$ cat src/inc/autofill_pkg.sv
package autofill_pkg;

  localparam int unsigned LVL_W        = 16;
  localparam int unsigned FRAC_W       = 4;
  localparam int unsigned ACC_W        = LVL_W + FRAC_W;
  localparam int unsigned MIN_PRESC_W  = 30;
  localparam int unsigned DAMP_PRESC_W = 14;

  // timing base
  localparam int unsigned CLK_HZ       = 10_000_000;
  localparam int unsigned CLK_NS       = 1_000_000_000 / CLK_HZ;
  localparam int unsigned MINUTE_S     = 60;
  localparam int unsigned MINUTE_CYC   = MINUTE_S * CLK_HZ;

  // damping: period is five time constants, filter gain is 2**-FRAC_W per step
  localparam int unsigned DAMP_TAUS     = 5;
  localparam int unsigned DAMP_UNIT_NS  = 100_000_000;
  localparam int unsigned DAMP_STEP_NS  = DAMP_UNIT_NS / (DAMP_TAUS * (2 ** FRAC_W));
  localparam int unsigned DAMP_STEP_CYC = DAMP_STEP_NS / CLK_NS;

  typedef enum logic [2:0]
  {
    MODE_AUTO_OFF  = 3'h0,
    MODE_AUTO_ON   = 3'h1,
    MODE_M_OPEN    = 3'h2,
    MODE_M_CLOSED  = 3'h3,
    MODE_M_PRECOOL = 3'h4
  } mode_t;

  typedef enum logic [1:0]
  {
    PH_IDLE    = 2'h0,
    PH_PRECOOL = 2'h1,
    PH_FILL    = 2'h2,
    PH_TIMEOUT = 2'h3
  } phase_t;

  typedef struct packed {
    logic [LVL_W-1:0] start_lvl;
    logic [LVL_W-1:0] stop_lvl;
    logic [15:0]      precool_min;
    logic [15:0]      timeout_min;
    logic [15:0]      damp_ds;
  } cfg_t;

  typedef struct packed {
    logic precool;
    logic filling;
    logic timeout;
  } stat_t;

  localparam mode_t RST_MODE = MODE_AUTO_OFF;
  localparam cfg_t  RST_CFG  = '0;

endpackage

$ cat src/core/autofill_ctrl.sv
// Contract
// - precool vents, fill closed, configured minutes
// - fill timer starts at fill; expiry alarms
// - zero fill timeout never raises alarm
// - settings and state apply only on save
// - reset and setup leave autofill disabled
// - auto-on keeps level between setpoints
// - auto fill open too long: alarm, stop
// - manual open fills, precool first if nonzero
// - level alarm in manual open closes all
// - manual closed shuts both valves always
// - disabled state does no fill control
// - manual precool runs, then manual open
// - report precool, filling, timeout indications
// - save clears alarm; auto-on restarts fill
// - first-order damping, period five time constants
// - zero damping passes raw level through
// - damped level drives indication and control
`timescale 1ns/1ps
`default_nettype none

module autofill_ctrl
  import autofill_pkg::*;
#(
  parameter int unsigned MIN_CYC  = MINUTE_CYC,
  parameter int unsigned STEP_CYC = DAMP_STEP_CYC
)
(
  input  wire  logic             i_clk,
  input  wire  logic             i_sys_rst,
  input  wire  logic [LVL_W-1:0] i_level,
  input  wire  logic             i_alarm_ge,
  input  wire  mode_t            i_pend_mode,
  input  wire  cfg_t             i_pend_cfg,
  input  wire  logic             i_save,
  output var   logic             o_vent,
  output var   logic             o_fill,
  output var   logic [LVL_W-1:0] o_level,
  output var   mode_t            o_mode,
  output var   stat_t            o_stat
);

  typedef struct packed {
    mode_t                   mode;
    phase_t                  phase;
    cfg_t                    cfg;
    logic [MIN_PRESC_W-1:0]  min_presc;
    logic [15:0]             min_cnt;
    logic [DAMP_PRESC_W-1:0] damp_presc;
    logic [15:0]             damp_cnt;
    logic [ACC_W-1:0]        acc;
    logic [LVL_W-1:0]        level;
    logic                    vent;
    logic                    fill;
    stat_t                   stat;
  } state_t;

  localparam state_t RST_STATE = '{
    mode:       RST_MODE,
    phase:      PH_IDLE,
    cfg:        RST_CFG,
    min_presc:  '0,
    min_cnt:    '0,
    damp_presc: '0,
    damp_cnt:   '0,
    acc:        '0,
    level:      '0,
    vent:       1'b0,
    fill:       1'b0,
    stat:       '0
  };

  state_t r;
  state_t next_r;

  logic              min_tick;
  logic              step_tick;
  logic              restart;
  logic              precool_done;
  logic signed [ACC_W:0] diff;
  phase_t            first_phase;

  always_comb
  begin
    next_r       = r;
    restart      = 1'b0;
    diff         = $signed({1'b0, i_level, {FRAC_W{1'b0}}}) - $signed({1'b0, r.acc});
    step_tick    = (r.damp_presc == DAMP_PRESC_W'(STEP_CYC - 1));
    min_tick     = (r.min_presc == MIN_PRESC_W'(MIN_CYC - 1));
    precool_done = (r.min_cnt >= r.cfg.precool_min);
    first_phase  = (r.cfg.precool_min == 16'h0000) ? PH_FILL : PH_PRECOOL;

    // damping filter; the stepped update trades exactness for no divider
    if (r.cfg.damp_ds == 16'h0000)
    begin
      next_r.acc        = {i_level, {FRAC_W{1'b0}}};
      next_r.damp_presc = '0;
      next_r.damp_cnt   = '0;
    end
    else
    begin
      next_r.damp_presc = step_tick ? '0 : r.damp_presc + 1'b1;
      if (step_tick)
      begin
        if (r.damp_cnt + 16'h0001 >= r.cfg.damp_ds)
        begin
          next_r.damp_cnt = '0;
          next_r.acc      = r.acc + ACC_W'(diff >>> FRAC_W);
        end
        else
        begin
          next_r.damp_cnt = r.damp_cnt + 16'h0001;
        end
      end
    end
    next_r.level = next_r.acc[ACC_W-1:FRAC_W];

    // minute timebase
    next_r.min_presc = min_tick ? '0 : r.min_presc + 1'b1;
    if (min_tick && r.min_cnt != 16'hFFFF)
    begin
      next_r.min_cnt = r.min_cnt + 16'h0001;
    end

    if (i_save)
    begin
      // saving also clears a standing timeout
      next_r.mode = i_pend_mode;
      next_r.cfg  = i_pend_cfg;
      restart     = 1'b1;
      if ((i_pend_mode == MODE_M_OPEN) || (i_pend_mode == MODE_M_PRECOOL))
      begin
        next_r.phase = (i_pend_cfg.precool_min == 16'h0000) ? PH_FILL : PH_PRECOOL;
      end
      else
      begin
        next_r.phase = PH_IDLE;
      end
    end
    else
    begin
      unique case (r.mode)
        MODE_AUTO_ON:
        begin
          unique case (r.phase)
            PH_IDLE:
            begin
              if (r.level <= r.cfg.start_lvl)
              begin
                next_r.phase = first_phase;
                restart      = 1'b1;
              end
            end
            PH_PRECOOL:
            begin
              if (precool_done)
              begin
                next_r.phase = PH_FILL;
                restart      = 1'b1;
              end
            end
            PH_FILL:
            begin
              if (r.level >= r.cfg.stop_lvl)
              begin
                next_r.phase = PH_IDLE;
              end
              else if ((r.cfg.timeout_min != 16'h0000) &&
                       (r.min_cnt >= r.cfg.timeout_min))
              begin
                next_r.phase = PH_TIMEOUT;
              end
            end
            PH_TIMEOUT:
            begin
              next_r.phase = PH_TIMEOUT;
            end
          endcase
        end
        MODE_M_OPEN:
        begin
          if (i_alarm_ge)
          begin
            next_r.mode  = MODE_M_CLOSED;
            next_r.phase = PH_IDLE;
          end
          else if (r.phase != PH_FILL && precool_done)
          begin
            next_r.phase = PH_FILL;
            restart      = 1'b1;
          end
        end
        MODE_M_PRECOOL:
        begin
          if (r.phase != PH_PRECOOL || precool_done)
          begin
            next_r.mode  = MODE_M_OPEN;
            next_r.phase = PH_FILL;
            restart      = 1'b1;
          end
        end
        MODE_M_CLOSED, MODE_AUTO_OFF:
        begin
          next_r.phase = PH_IDLE;
        end
        default:
        begin
          next_r.mode  = MODE_AUTO_OFF;
          next_r.phase = PH_IDLE;
        end
      endcase
    end

    if (restart)
    begin
      next_r.min_presc = '0;
      next_r.min_cnt   = '0;
    end

    next_r.vent         = (next_r.phase == PH_PRECOOL);
    next_r.fill         = (next_r.phase == PH_FILL);
    next_r.stat.precool = next_r.vent;
    next_r.stat.filling = next_r.fill;
    next_r.stat.timeout = (next_r.phase == PH_TIMEOUT);
  end

  always_ff @(posedge i_clk or posedge i_sys_rst)
  begin
    if (i_sys_rst)
    begin
      r <= RST_STATE;
    end
    else
    begin
      r <= next_r;
    end
  end

  assign o_vent  = r.vent;
  assign o_fill  = r.fill;
  assign o_level = r.level;
  assign o_mode  = r.mode;
  assign o_stat  = r.stat;
endmodule

`default_nettype wire

$ cat config.mk
export PLATFORM = sky130hd
export DESIGN_NAME = autofill_ctrl
export DESIGN_NICKNAME = d
export VERILOG_FILES = /design/src/inc/autofill_pkg.sv /design/src/core/autofill_ctrl.sv
export SDC_FILE = /design/constraint.sdc
export NUM_CORES = 1
export LEC_CHECK = 0
export BUFFER_PORTS_ARGS = -buffer_cell sky130_fd_sc_hd__buf_4
export CORE_MARGIN = 5
export CORE_UTILIZATION = 49
export DETAILED_ROUTE_END_ITERATION = 6
export PLACE_DENSITY = 0.74
export SYNTH_ARGS = -nofsm -noshare
export SYNTH_HDL_FRONTEND = slang
export SYNTH_SLANG_ARGS = --single-unit
$ cat constraint.sdc
create_clock -name i_clk -period 6.65 [get_ports i_clk]
set_input_delay 0.3325 -clock i_clk [delete_from_list [all_inputs] [get_ports i_clk]]
set_output_delay 0.3325 -clock i_clk [all_outputs]
set_load 0.03 [all_outputs]
==> flow_summary.json <==
{
  "cts_buffers": 17,
  "antenna_cells": 0,
  "end_kind": "flip-flop",
  "yosys-top-cells-count": "dfrtp_1 (184), nand2_1 (161), nor2_1 (127)",
  "yosysMostFrequentCell": "dfrtp_1",
  "coreArea_sq_um": 23500,
  "grt_usage": 0.203,
  "antenna_found_initial": 0,
  "cp_max_fo": 5,
  "cts_buffer_depth": 2,
  "setup_viol": 0,
  "vias": 9399,
  "final_cells": 1736,
  "wl_per_cell_um": 15.6,
  "cts_hold_buf": 0,
  "grt_pass1_vias": 9125,
  "worstPathArrival_ns": 4.90,
  "worst_setup_path_start_kind": "flip-flop",
  "die-area_sq_um": 27000,
  "async_flop_share": 1.00,
  "cts_tree": "done",
  "ys_seq_area_frac": 0.395,
  "cts-root-buf": "clkbuf_16",
  "ys_warn_count": 0,
  "drc": 0,
  "syn-num-nets": 1537,
  "fillCellCount": 2075,
  "worstPathCellList": "inv_1 -> ha_1 -> and4_1 -> a211oi_2 -> and2b_2 -> and3_1 -> nor3b_1 -> nor2_1 -> ha_1 -> a21oi_1 -> o21ai_1 -> or3_1 -> o21ai_1 -> o31ai_1 -> o41a_1 -> a221oi_4 -> xnor2_1 -> a22o_1 -> a21o_1",
  "power_mw": 2.86,
  "critical_path_class": "reg2reg",
  "place.port_buffers": 126,
  "preCtsSetupSlack_ns": 2.12,
  "setup_slack_ns": 2.07,
  "clk-insertion-delay-late_ns": 0.43,
  "run_status": "complete, no violations",
  "vdd_drop_max_mv": 0.148,
  "grt_max_degree": 112,
  "ys_seq_elements": 184,
  "hold_ws_ns": 0.102,
  "path_delay_family": "compound AO/OA/AOI/OAI gates",
  "htree_num_levels": 4,
  "critPathSlowestCell": "dfrtp_1",
  "finClkSkew_ns": 0.0117,
  "ctsResizeCount": 0,
  "setup_tns_ns": 0,
  "period_minus_slack_ns": 4.58,
  "synthCells": 1314,
  "synth_cell_types": 65,
  "finalCritPeriodShare": 0.689,
  "hold_viol_final": 0,
  "avgViaCountPerCell": 5.41,
  "num_rows": 56,
  "syn_to_final_growth_pct": 14.6,
  "drv_slew": 0,
  "synth_edf_count": 0,
  "regArea_sq_um": 4600,
  "post_cts.repair.setup_buffers": 0,
  "p_leak_nw": 6.62,
  "die_height_um": 164,
  "postPlaceCellArea_sq_um": 12700,
  "synth_area_leaders": "dfrtp_1 (39%), ha_1 (13%), nand2_1 (5.2%)",
  "cts_sinks": 184,
  "yosysTopAreaCell": "dfrtp_1",
  "nets": 1627,
  "slew_headroom": 0.296,
  "synth.avg_cell_area_sq_um": 8.88,
  "synth_top_area_frac": 0.395,
  "drive_above_1_share": 0.131,
  "grt_setup_unrepaired": "no",
  "final_util": 0.569,
  "multiInputGateArea_sq_um": 6320,
  "synthFlopType": "dfrtp_1",
  "grt_overflow": 0,
  "die_w_um": 164,
  "fmax_ghz": 0.218,
  "drt_iter0_drc": 681,
  "dp.cells": 1704,
  "worst_pin_slew_ns": 1.05,
  "min_path_type": "in2reg",
  "netlist_area_sq_um": 11700,
  "place_hpwl_um": 20400,
  "crit_path_max_incr_delay_ns": 0.44,
  "place.gp.congestion": 0.857,
  "postRouteWirelength_um": 27000,
  "critPathRequiredTime_ns": 6.98,
  "clk_pin_slew_ns": 0.07,
  "io-pin-count": 127,
  "firstDrtPassIters": 5,
  "drv_cap": 0,
  "final_area_sq_um": 13400,
  "power_per_cell_area_nw_per_um2": 214,
  "grt_pass1_wl_um": 44400,
  "cp.buffers_inverters": 1,
  "drtAntennaViolNets": 0,
  "start_util": 0.497
}
## layout by cell type, fill, tap and decap left out, types with 4 or more instances in the layout
cell,n
a211oi_1,13
a21o_1,38
a21oi_1,42
a22oi_1,4
and2_1,5
and3_1,18
and4_1,4
buf_4,132
bufinv_16,4
clkbuf_16,17
dfrtp_1,184
ha_1,119
inv_1,107
mux2_2,5
mux2i_1,4
nand2_1,161
nand2b_1,15
nand3_1,38
nand4_1,28
nor2_1,127
nor2b_1,8
nor3_1,21
nor4_1,20
o21a_1,10
o21ai_0,115
o21ai_1,4
o31ai_1,10
or3_1,5
xnor2_1,40
xor2_1,54
## logic make-up (layout without fill, tap and decap cells)
logic type	count (synthesis)	count (layout)	share of synthesized area
xor+xnor	94	94	0.0706
fa+ha+maj	120	120	0.129
compound gates	271	271	0.147
flops	184	184	0.395
simple gates	467	467	0.186
mux	9	9	0.00826
buf+inv	169	272	0.0634
## metal layers
layer | share of wire | up-vias | GRT usage
li1 | - | 4687 | -
met1 | 0.46 | 4499 | 0.265
met2 | 0.49 | 179 | 0.350
met3 | 0.038 | 34 | 0.0286
met4 | 0.019 | 0 | 0.0618
met5 | 0 | - | 0
## worst register-to-register path, stage by stage (launching register included)
cell	delay, ns
dfrtp_1	0.44
inv_1	0.09
ha_1	0.33
and4_1	0.22
a211oi_2	0.32
and2b_2	0.28
and3_1	0.19
nor3b_1	0.18
nor2_1	0.07
ha_1	0.33
a21oi_1	0.16
o21ai_1	0.10
or3_1	0.32
o21ai_1	0.24
o31ai_1	0.16
o41a_1	0.38
a221oi_4	0.25
xnor2_1	0.11
a22o_1	0.18
a21o_1	0.15
## registers in the layout (all words and copies together), names as in the netlist
signal and cells:
o_mode 3, r 178, o_stat 3
## final cells by class
| class | instances | share of cell area |
|---|---|---|
| well taps | 319 | 0.0299 |
| multi-input cells | 961 | 0.473 |
| clock buffers | 19 | 0.0331 |
| clock inverters | 13 | 0.0145 |
| repair buffers | 132 | 0.0742 |
| flip-flops and latches | 184 | 0.345 |
| inverters | 108 | 0.0307 |
## where the power goes
part | internal (mW) | switching [mW]
logic | 0.224 | 0.293
clock network | 0.646 | 0.456
registers | 1.19 | 0.0525
## worst paths after layout
path | start | end | slack [ns] | depth (start not counted)
worst max-delay path | r[27] | r[40] | 2.07 | 19
worst min-delay path | i_pend_cfg[31] | r[148] | 0.10 | 3
worst max register to register | r[27] | r[40] | 2.07 | 19
worst min register to register | r[57] | r[57] | 0.50 | 1
max in group asynchronous | i_sys_rst | r[134] | 5.01 | 3
min in group asynchronous | i_sys_rst | r[25] | 0.13 | 2
Power figures use the tool's default switching activity.
